### config.mk
export PLATFORM = sky130hd
export DESIGN_NAME = acctd_top
export DESIGN_NICKNAME = d
export VERILOG_FILES = /design/src/design/acctd_pkg.sv /design/src/design/acctd_dec_if.sv /design/src/design/acctd_decoder.sv /design/src/design/acctd_top.sv
export SDC_FILE = /design/constraint.sdc
export NUM_CORES = 1
export LEC_CHECK = 0
export BUFFER_PORTS_ARGS = -buffer_cell sky130_fd_sc_hd__buf_2
export CAP_MARGIN = 0
export CORE_MARGIN = 5
export CORE_UTILIZATION = 35
export CTS_CLUSTER_DIAMETER = 30
export DETAILED_ROUTE_END_ITERATION = 8
export SLEW_MARGIN = 20
export SYNTH_ARGS = -nofsm -noshare
export SYNTH_HDL_FRONTEND = slang
export SYNTH_SLANG_ARGS = --single-unit
### constraint.sdc
create_clock -name i_clk_sys -period 1.1 [get_ports i_clk_sys]
set_input_delay 0.22 -clock i_clk_sys [delete_from_list [all_inputs] [get_ports i_clk_sys]]
set_output_delay 0.22 -clock i_clk_sys [all_outputs]
set_load 0.05 [all_outputs]
### src/design/acctd_pkg.sv
// constants for the accumulator transfer decode block
package acctd_pkg;

  // ----------------------------------------------------------------
  // opcode layout
  // ----------------------------------------------------------------
  localparam int          OPC_W        = 10;
  localparam int          NIB_W        = 4;
  localparam int          IMM_LSB      = 0;
  localparam int          PFX_LSB      = 4;
  localparam int          PFX_W        = 6;
  localparam int          ACC_BIT0     = 0;

  // ----------------------------------------------------------------
  // opcodes
  // ----------------------------------------------------------------
  localparam logic [9:0]  OPC_WAKE3    = 10'h0_215;
  localparam logic [5:0]  PFX_STXOR    = 6'h2B;
  localparam logic [9:0]  OPC_CLKCTL   = 10'h0_216;
  localparam logic [9:0]  OPC_TMRBIT   = 10'h0_2AA;

  // ----------------------------------------------------------------
  // reset values
  // ----------------------------------------------------------------
  localparam logic [3:0]  RST_NIB      = 4'h0;
  localparam logic        RST_BIT      = 1'b0;

  // ----------------------------------------------------------------
  // instruction kinds
  // ----------------------------------------------------------------
  typedef enum logic [2:0] {
    ACCTD_NONE,
    ACCTD_WAKE3,
    ACCTD_STXOR,
    ACCTD_CLKCTL,
    ACCTD_TMRBIT
  } acctd_kind_e;

endpackage

### src/design/acctd_dec_if.sv
// decode results passed from the decoder to the executing core
`timescale 1ns/1ps
`default_nettype none
interface acctd_dec_if;
  acctd_pkg::acctd_kind_e kind;
  logic [3:0]             imm;

  modport dec  (output kind, output imm);
  modport core (input  kind, input  imm);
endinterface
`default_nettype wire

### src/design/acctd_decoder.sv
// combinational opcode decoder for the transfer instructions
`timescale 1ns/1ps
`default_nettype none
module acctd_decoder (
  // instruction word
  input  wire logic [9:0] i_instr,
  // decode result
  acctd_dec_if.dec        dec
);

  // ----------------------------------------------------------------
  // decode
  // ----------------------------------------------------------------
  function automatic acctd_pkg::acctd_kind_e decode_kind(
    input logic [9:0] w);
    if (w == acctd_pkg::OPC_WAKE3)
      return acctd_pkg::ACCTD_WAKE3;
    else if (w[acctd_pkg::PFX_LSB +: acctd_pkg::PFX_W]
             == acctd_pkg::PFX_STXOR)
      return acctd_pkg::ACCTD_STXOR;
    else if (w == acctd_pkg::OPC_CLKCTL)
      return acctd_pkg::ACCTD_CLKCTL;
    else if (w == acctd_pkg::OPC_TMRBIT)
      return acctd_pkg::ACCTD_TMRBIT;
    else
      return acctd_pkg::ACCTD_NONE;
  endfunction

  assign dec.kind = decode_kind(i_instr);
  assign dec.imm  = i_instr[acctd_pkg::IMM_LSB +: acctd_pkg::NIB_W];

endmodule
`default_nettype wire

### src/design/acctd_top.sv
// executes the accumulator-to-register transfer instructions
`timescale 1ns/1ps
`default_nettype none
// Contract
// - Opcode 1000010101 copies the accumulator into wakeup_ctrl_three.
// - Upper six bits 101011 decode store_mem_xor_index, low four are j.
// - store_mem_xor_index writes A to RAM at data_pointer and sets X^=j in the same cycle.
// - load_clock_ctrl copies the accumulator into clock_ctrl_reg.
// - Opcode 1010101010 copies only accumulator bit 0 to the timer bit.
module acctd_top #(
  parameter int ADDR_W = 9
) (
  // clock and reset
  input  wire logic              i_clk_sys,
  input  wire logic              i_resetn,
  // instruction and cpu state
  input  wire logic              i_instr_valid,
  input  wire logic [9:0]        i_instr,
  input  wire logic [3:0]        i_acc,
  input  wire logic [3:0]        i_x,
  input  wire logic [ADDR_W-1:0] i_data_pointer,
  // control registers
  output logic      [3:0]        o_wakeup_ctrl_three,
  output logic      [3:0]        o_clock_ctrl_reg,
  output logic                   o_timer_ctrl_bit_reg,
  // ram write
  output logic                   o_ram_we,
  output logic      [ADDR_W-1:0] o_ram_addr,
  output logic      [3:0]        o_ram_wdata,
  // x register update
  output logic                   o_x_we,
  output logic      [3:0]        o_x_value,
  // sequencing
  output logic                   o_done,
  output logic                   o_carry_flag_we,
  output logic                   o_skip
);

  if (ADDR_W < 1 || ADDR_W > 16) begin : g_bad_addr_w
    $error("acctd_top: ADDR_W out of range");
  end

  // ----------------------------------------------------------------
  // decode
  // ----------------------------------------------------------------
  acctd_dec_if dec_if ();

  acctd_decoder u_dec (
    .i_instr (i_instr),
    .dec     (dec_if.dec)
  );

  wire logic hit_wake3;
  wire logic hit_stxor;
  wire logic hit_clkctl;
  wire logic hit_tmrbit;
  wire logic hit_any;

  assign hit_wake3  = i_instr_valid
                      && dec_if.kind == acctd_pkg::ACCTD_WAKE3;
  assign hit_stxor  = i_instr_valid
                      && dec_if.kind == acctd_pkg::ACCTD_STXOR;
  assign hit_clkctl = i_instr_valid
                      && dec_if.kind == acctd_pkg::ACCTD_CLKCTL;
  assign hit_tmrbit = i_instr_valid
                      && dec_if.kind == acctd_pkg::ACCTD_TMRBIT;
  assign hit_any    = hit_wake3 | hit_stxor | hit_clkctl | hit_tmrbit;

  // ----------------------------------------------------------------
  // next values
  // ----------------------------------------------------------------
  logic [3:0]      wake3_r,  wake3_nxt;
  logic [3:0]      clkctl_r, clkctl_nxt;
  logic            tmrbit_r, tmrbit_nxt;
  logic            ram_we_r;
  logic [ADDR_W-1:0] ram_addr_r;
  logic [3:0]      ram_wdata_r;
  logic            x_we_r;
  logic [3:0]      x_value_r;
  logic            done_r;
  logic            carry_we_r;
  logic            skip_r;

  assign wake3_nxt  = hit_wake3  ? i_acc : wake3_r;
  assign clkctl_nxt = hit_clkctl ? i_acc : clkctl_r;
  assign tmrbit_nxt = hit_tmrbit ? i_acc[acctd_pkg::ACC_BIT0]
                                 : tmrbit_r;

  wire logic [3:0] x_xor;
  assign x_xor = i_x ^ dec_if.imm;

  // ----------------------------------------------------------------
  // registers
  // ----------------------------------------------------------------
  always_ff @(posedge i_clk_sys or negedge i_resetn) begin
    if (!i_resetn) begin
      wake3_r  <= acctd_pkg::RST_NIB;
      clkctl_r <= acctd_pkg::RST_NIB;
      tmrbit_r <= acctd_pkg::RST_BIT;
    end else begin
      wake3_r  <= wake3_nxt;
      clkctl_r <= clkctl_nxt;
      tmrbit_r <= tmrbit_nxt;
    end
  end

  // memory store and x update issue together in one cycle
  always_ff @(posedge i_clk_sys or negedge i_resetn) begin
    if (!i_resetn) begin
      ram_we_r    <= acctd_pkg::RST_BIT;
      ram_addr_r  <= '0;
      ram_wdata_r <= acctd_pkg::RST_NIB;
      x_we_r      <= acctd_pkg::RST_BIT;
      x_value_r   <= acctd_pkg::RST_NIB;
    end else begin
      ram_we_r <= hit_stxor;
      x_we_r   <= hit_stxor;
      if (hit_stxor) begin
        ram_addr_r  <= i_data_pointer;
        ram_wdata_r <= i_acc;
        x_value_r   <= x_xor;
      end
    end
  end

  always_ff @(posedge i_clk_sys or negedge i_resetn) begin
    if (!i_resetn) begin
      done_r     <= acctd_pkg::RST_BIT;
      carry_we_r <= acctd_pkg::RST_BIT;
      skip_r     <= acctd_pkg::RST_BIT;
    end else begin
      done_r     <= hit_any;
      carry_we_r <= acctd_pkg::RST_BIT;
      skip_r     <= acctd_pkg::RST_BIT;
    end
  end

  // ----------------------------------------------------------------
  // outputs
  // ----------------------------------------------------------------
  assign o_wakeup_ctrl_three  = wake3_r;
  assign o_clock_ctrl_reg     = clkctl_r;
  assign o_timer_ctrl_bit_reg = tmrbit_r;
  assign o_ram_we             = ram_we_r;
  assign o_ram_addr           = ram_addr_r;
  assign o_ram_wdata          = ram_wdata_r;
  assign o_x_we               = x_we_r;
  assign o_x_value            = x_value_r;
  assign o_done               = done_r;
  // carry and skip are never raised by these instructions
  assign o_carry_flag_we      = carry_we_r;
  assign o_skip               = skip_r;

  // decode from the raw word, independent of the decoder
  wire logic                      want_wake3;
  wire logic                      want_stxor;
  wire logic                      want_clkctl;
  wire logic                      want_tmrbit;
  wire logic                      want_any;
  wire logic [acctd_pkg::NIB_W-1:0] want_imm;

  assign want_wake3  = i_instr_valid && i_instr == acctd_pkg::OPC_WAKE3;
  assign want_stxor  = i_instr_valid
                       && i_instr[acctd_pkg::PFX_LSB +: acctd_pkg::PFX_W]
                          == acctd_pkg::PFX_STXOR;
  assign want_clkctl = i_instr_valid && i_instr == acctd_pkg::OPC_CLKCTL;
  assign want_tmrbit = i_instr_valid && i_instr == acctd_pkg::OPC_TMRBIT;
  assign want_any    = want_wake3 | want_stxor | want_clkctl | want_tmrbit;
  assign want_imm    = i_instr[acctd_pkg::IMM_LSB +: acctd_pkg::NIB_W];
endmodule
`default_nettype wire

==> impl_results.md, run 1 <==
- Vias: 887
- Outcome: finished with violations
- CP max-delay cell: dfrtp_2
- Drt pass-1 iters: 4
- Vias per std cell: 4.44
- Avg Cell Area, Syn: 16.0 sq um
- Violated checks: setup timing
- H-tree depth: 1
- Clk slew on worst S/H paths: 0.15 ns
- Area growth syn-to-layout: 57.4%
- # IOs: 61
- CTS Buffer Depth: 2
- Most frequent cells in the layout: buf_2, buf_6, dfrtp_1, mux2_2, buf_4
- Max incr delay on CP: 0.44 ns
- YS warnings: 0
- Port Buffers: 58
- Hold_ws: 0.117 ns
- Min-delay src: i_data_pointer[8]
- Max reg flops: 9
- Number of buffers created by CTS: 3
- Worst Path Buf+Inv: 1
- Worst EP required: 0.88 ns
- GRT Total Usage: 12.5%
- Inserted Diodes: 0
- DRT iter0 DRCs: 24
- Clk root buf: clkbuf_4
- Crit Path Class: reg2out
- CP Launch Type: flip-flop
- Die area: 0.00476 sq mm
- Layout cells sized above 1: 72.7%
- Core area: 0.00336 sq mm
- Gate Count Post-Synth: 76
- Critical path cell sequence: buf_6
- Seq pwr share: 46.8%
- Kind of end point of the critical path: primary output
- GRT overflow: 0
- Clock latency on the worst-skew pair: 0.32 ns
- Max-cap violations: 0
- Final #Nets: 185
- Comb pwr share: 33.7%
- Clock power share: 19.5%
- Final-layout fill cell count: 309
- Mapped Area: 0.00122 sq mm
- Hpwl dp: 2120 um
- FMAX: 878 MHz
- Post-synthesis sequential area ratio: 57.5%
- Clk sink count: 28
- R2R cell count: 3
- Final setup margin: -0.0384 ns
- Drt wl/cell: 14.2 um
- Crit path DAT: 0.92 ns
- Internal Pwr Total: 1.70 mW
- Hold Crit Depth: 2
- P_leak: 1.00 nW
- Switching portion of total power: 33.1%
- Fin crit period: 1.14 ns
- Tcrit/Tclk final: 103%
- PwrDens: 1320 mW/mm^2
- CTS tree: yes
- #FFs+latches synth: 28
- Minimum setup slack among reg-to-reg paths: 0.09 ns
- Library cells used by synthesis: 16
- HP Class: in2reg
- Fin. max-slew vios: 0
- RR Startpoint: o_x_value[0]
- VDD IR max: 0.000836 V
- Cell family with most CP delay: flip-flops
- GPL Wtd Cong: 0.725
- Setup repair after global routing missed its margin: yes
- Number of global-route vias before repair: 1057
- Clk_skew: 0 ns
- Remaining antenna violation count: 0
- Final setup fails: 28
- # rows: 21
- Initial antenna violation count: 0
- Final Hold Vio Count: 0
- First-pass GRT wire length: 4880 um
- Largest net degree at the start of global routing: 17
- Chip width: 69.0 um
- Setup tns final: -0.584 ns
- Final WL: 2850 um
- Reg-to-reg endpoint: o_x_value[0]
- Pre-CTS WS: -0.357 ns
- Crit path max fanout: 2
- Die Y-Extent: 69.0 um
- Worst Hold End: o_ram_addr[8]
- Initial Utilization: 36.2%
- Switching Power: 0.840 mW
- Remaining DRCs: 0
how the worst max path moves through the flow:
stage                     end  cells after the start  slack, ns      startpoint
2_1_floorplan   o_ram_addr[3]                      5      -0.22      i_instr[8]
3_3_place_gp    o_ram_addr[2]                      5      -0.34      i_instr[8]
5_1_grt          o_x_value[3]                      1       -0.1    o_x_value[3]
6_report             o_ram_we                      1      -0.04          o_x_we
4_1_cts        o_ram_wdata[0]                      1      -0.05  o_ram_wdata[0]
3_5_place_dp    o_ram_addr[1]                      5      -0.36      i_instr[8]
layer usage:
metal / GRT usage (%) / up-vias / part of all wire [%]
li1: - / 421 / -
met1: 14.2 / 431 / 37
met2: 22.6 / 29 / 56
met3: 3.63 / 6 / 5.0
met4: 3.90 / 0 / 1.5
met5: 0 / - / 0
power by group through the flow:
stage                     combinational (mW)  clock, mW  sequential (mW)
after floorplan                        0.150          0             1.51
after global routing                   0.901      0.563             1.20
final                                  0.854      0.495             1.19
after CTS                              0.837      0.506             1.19
after global placement                 0.684          0             1.18
after detailed placement               0.692          0             1.19
logic make-up (layout without fill, tap and decap cells):
kind of cell / Yosys count / count (layout) / synth area share [%]
xor gates and xnor gates: 4 / 4 / 2.87
buffers and inverters: 5 / 82 / 4.41
DFF: 28 / 28 / 57.5
muxes: 26 / 26 / 26.5
other: 1 / 2 / 0.308
and+or+nand+nor: 12 / 12 / 8.42
repair_timing:
item                                   4_1_cts  5_1_grt
endpoints found under the hold margin       12        0
resized for setup                           59        0
setup buffers                                4        4
setup endpoints to repair                   31       29
hold buffers                                 1        0
synthesized netlist by cell type:
| cell | number | area, sq um |
|---|---|---|
| dfrtp_1 | 28 | 701 |
| mux2_2 | 18 | 203 |
| mux2_4 | 8 | 120 |
| xor2_1 | 4 | 35.0 |
| buf_4 | 3 | 22.5 |
| nand4_1 | 3 | 18.8 |
| nor2b_1 | 3 | 18.8 |
| and2_1 | 1 | 6.26 |
| and4_1 | 1 | 8.76 |
| and4bb_2 | 1 | 12.5 |
| buf_12 | 1 | 20.0 |
| buf_6 | 1 | 11.3 |
| conb_1 | 1 | 3.75 |
| nand4b_1 | 1 | 8.76 |
| nor3b_4 | 1 | 18.8 |
| nor4bb_1 | 1 | 10.0 |
metrics by stage:
step                utilization (%)  std cells  power [mW]  instance area, sq um
floorplan                         -         77        1.66                  1230
global placement               48.4        187        1.87                  1630
detailed placement             48.4        187        1.88                  1630
CTS                            56.1        196        2.53                  1890
global route                   57.0        200        2.67                  1920
finish                         57.0        200        2.54                  1920
layout make-up:
class / count / area [sq um] / share of cell area (%)
repair buffers: 78 / 649 / 33.9
well taps: 46 / 57.6 / 3.00
flip-flops and latches: 28 / 702 / 36.6
multi-input cells: 44 / 473 / 24.7
clock buffers: 4 / 36.3 / 1.89
Power figures use the tool's default switching activity.
==> run 2: changes to the inputs <==
--- a/config.mk
+++ b/config.mk
@@ -5,6 +5,7 @@
 export SDC_FILE = /design/constraint.sdc
 export NUM_CORES = 1
 export LEC_CHECK = 0
+export ABC_AREA = 1
 export BUFFER_PORTS_ARGS = -buffer_cell sky130_fd_sc_hd__buf_2
 export CAP_MARGIN = 0
 export CORE_MARGIN = 5
==> impl_results.md, run 2 <==
- Max-cap violations: 0 (unchanged)
- Mapped Area: 0.00125 sq mm (+2.8%)
- Compound-Gate Fraction of Synth Area: 9.19% (+9.2 points)
- Worst Path Buf+Inv: 1 (unchanged)
- # rows: 21 (unchanged)
- Initial antenna violation count: 0 (unchanged)
- Vias per std cell: 4.35 (-2.0%)
- Metal-1 WL: 1340 um (+26%)
- Avg Cell Area, Syn: 9.42 sq um (-41%)
- Adder-cell share of the synthesized area: 0% (unchanged)
- Met2 Wirelength: 1530 um (-3.7%)
- Crit path max fanout: 2 (unchanged)
- CP max-delay cell: dfrtp_2
- Reg-to-reg endpoint: o_clock_ctrl_reg[3]
- Max reg flops: 9 (unchanged)
- Top Layer Used: met4
- Crit path DAT: 0.91 ns (about the same)
- Fin crit period: 1.13 ns (-0.00611 ns)
- Final-layout fill cell count: 299 (-3.2%)
- Most numerous cell in the Yosys netlist: nand2_1
- GPL Wtd Cong: 0.806 (+11%)
- Clock latency on the worst-skew pair: 0.31 ns (about the same)
- Most used flip-flop cell after synthesis: dfrtp_1
- Violated checks: setup timing
- CP Launch Type: flip-flop
- Remaining antenna violation count: 0 (unchanged)
- CP startpoint: o_x_we
- Final setup fails: 28 (unchanged)
- Cell family with most CP delay: flip-flops
- Async set-reset flop share out of synthesis: 100% (unchanged)
- Setup crit end: o_ram_we
- Final WL: 3140 um (+10%)
- P_leak: 1.09 nW (+8.1%)
- Post-synth EDFFs: 0 (unchanged)
- Synth area leaders: dfrtp_1, nand2_1, o21ai_2
- Gate Count Post-Synth: 133 (+75%)
- Final Hold Vio Count: 0 (unchanged)
- Vias: 1130 (+27%)
- Comb pwr share: 35.2% (+1.5 points)
- Clk sink count: 28 (unchanged)
- Final #Nets: 245 (+32%)
- Switching portion of total power: 35.2% (+2.1 points)
- Most frequent cells in the layout: nand2_1, buf_2, buf_6, dfrtp_1, buf_4
- Cell area after layout: 0.00197 sq mm (+2.6%)
- Top cell type by total area after synthesis: dfrtp_1
- Remaining DRCs: 0 (unchanged)
- RR Startpoint: o_clock_ctrl_reg[3]
- Clk_skew: 0 ns (unchanged)
- XOR/XNOR share of the synthesized area: 2.80% (-0.078 points)
- Clock power share: 17.1% (-2.4 points)
- Setup repair after global routing missed its margin: yes
- Post-synthesis mux area share: 0% (-26 points)
- CTS Buffer Depth: 2 (unchanged)
- Critical path depth: 1 (unchanged)
- Chip width: 69.8 um (+1.2%)
- YS warnings: 0 (unchanged)
- Inserted Diodes: 0 (unchanged)
- DRT iter0 DRCs: 37 (+54%)
- Port Buffers: 58 (unchanged)
- Commonest non-fill, non-tap cell in the layout: nand2_1
- Number of global-route vias before repair: 1180 (+12%)
- Die area: 0.00487 sq mm (+2.4%)
- Initial Utilization: 37.0% (+0.72 points)
- Post-layout util: 58.1% (+1.0 points)
- First-pass GRT wire length: 5330 um (+9.3%)
- Layout cells sized above 1: 47.2% (-26 points)
- CTS tree: yes
- WL met3: 222 um (+57%)
- Area growth syn-to-layout: 57.1%
- HP Class: in2reg
- Synth Area in Simple Gates: 24.2% (+16 points)
- Drt pass-1 iters: 4 (unchanged)
- Kind of end point of the critical path: primary output
- Post-synthesis sequential area ratio: 55.9% (-1.6 points)
- Outcome: finished with violations
- Main combinational cell family by area after synthesis: simple AND/OR/NAND/NOR gates
- Fin. max-slew vios: 0 (unchanged)
- Drt wl/cell: 12.1 um (-15%)
- Hpwl dp: 2340 um (+10%)
- Crit Path Class: reg2out
- Switching Power: 0.872 mW (+3.9%)
- H-tree depth: 1 (unchanged)
- Area after DPL: 0.00163 sq mm (+0.15%)
- Seq pwr share: 47.7% (+0.9 points)
- Library cells used by synthesis: 19 (+3)
- #FFs+latches synth: 28 (unchanged)
- Minimum setup slack among reg-to-reg paths: 0.20 ns (+0.11 ns)
- GRT Total Usage: 13.2% (+0.69 points)
- Final setup margin: -0.0323 ns (+0.00611 ns)
- GRT overflow: 0 (unchanged)
- Die Y-Extent: 69.8 um (+1.2%)
- FMAX: 883 MHz (+0.54%)
- PwrDens: 1260 mW/mm^2 (-4.8%)
- Tcrit/Tclk final: 103% (-0.56 points)
- # IOs: 61 (unchanged)
- Most frequent cells after synthesis: nand2_1, dfrtp_1, inv_1
- Critical path cell sequence: buf_6
- Area share of the leading cell type in the synthesized netlist: 55.9% (-1.6 points)
- VDD IR max: 0.000466 V (-44%)
- Core area: 0.00339 sq mm (+0.78%)
- Worst EP required: 0.88 ns (about the same)
- R2R cell count: 4 (+1)
- Clk slew on worst S/H paths: 0.14 ns (about the same)
- Clk root buf: clkbuf_4
- Number of buffers created by CTS: 3 (unchanged)
- Largest net degree at the start of global routing: 29 (+12)
- Max incr delay on CP: 0.44 ns (about the same)
- Internal Pwr Total: 1.61 mW (-5.4%)
[run 2: cell types whose count changed in the layout (fill, tap and decap cells not counted), moves of 4 or more]
cell and delta:
nand2_1 +49, mux2_2 -18, inv_1 +12, o21ai_0 +9
mux2_4 -8, o21ai_2 +8, nor2_1 +5, xnor2_1 +4
xor2_1 -4
[run 2: worst min-delay path by stage]
stage | endpoint | startpoint | cells past startpoint
4_1_cts | o_ram_addr[4] | i_data_pointer[4] | 3
3_5_place_dp | o_ram_addr[4] | i_resetn | 2
3_3_place_gp | o_ram_addr[4] | i_resetn | 2
2_1_floorplan | o_clock_ctrl_reg[0] | i_resetn | 0
5_1_grt | o_ram_addr[4] | i_data_pointer[4] | 3
6_report | o_ram_addr[4] | i_data_pointer[4] | 3
[run 2: tightest hold or removal path, stage by stage]
cell     delay [ns]
buf_2          0.07
nand2_1        0.04
nand2_1        0.05
[run 2: layout make-up]
type / instances / area (sq um) / share of cell area, %
Clock buffer: 4 / 26.3 / 1.34
Multi-Input combinational cell: 88 / 460 / 23.4
Inverter: 13 / 50.0 / 2.54
Tap cell: 46 / 57.6 / 2.92
Sequential cell: 28 / 702 / 35.7
Timing Repair Buffer: 81 / 672 / 34.1
[run 2: repair_timing]
item / CTS / global route
setup endpoints to repair: 29 / 29
endpoints found under the hold margin: 28 / 0
buffers inserted: 9 / 7
gates resized for setup: 58 / 0
hold buffers: 1 / 0
pin swaps: 0 / 0
[run 2: per-stage QoR]
| step | std cells | hold slack [ns] | setup WS [ns] | TNS (ns) | power, mW |
|---|---|---|---|---|---|
| 2_1_floorplan | 134 | -0.0756 | 0.0968 | 0 | 1.66 |
| 3_3_place_gp | 239 | 0.176 | -0.0812 | -0.818 | 1.87 |
| 3_5_place_dp | 239 | 0.178 | -0.101 | -1.34 | 1.88 |
| 4_1_cts | 253 | 0.0699 | -0.0540 | -0.850 | 2.47 |
| 5_1_grt | 260 | 0.0643 | -0.0809 | -1.85 | 2.61 |
| 6_report | 260 | 0.0871 | -0.0323 | -0.451 | 2.48 |
[run 2: metal layers]
| metal | up-vias | global-route usage [%] |
|---|---|---|
| li1 | 569 | - |
| met1 | 513 | 16.1 |
| met2 | 44 | 22.6 |
| met3 | 4 | 2.90 |
| met4 | 0 | 5.32 |
| met5 | - | 0 |
[run 2: cell families after synthesis]
group / after synthesis
AND/OR/NAND/NOR: 65
flip-flops: 28
XOR/XNOR: 4
AO/OA/AOI/OAI: 17
other: 1
buffers and inverters: 18
[run 2: power by group through the flow]
| stage | registers [mW] | clock network, mW | logic [mW] |
|---|---|---|---|
| 2_1_floorplan | 1.50 | 0 | 0.159 |
| 3_3_place_gp | 1.18 | 0 | 0.687 |
| 3_5_place_dp | 1.18 | 0 | 0.695 |
| 4_1_cts | 1.18 | 0.442 | 0.848 |
| 5_1_grt | 1.19 | 0.490 | 0.930 |
| 6_report | 1.18 | 0.424 | 0.873 |
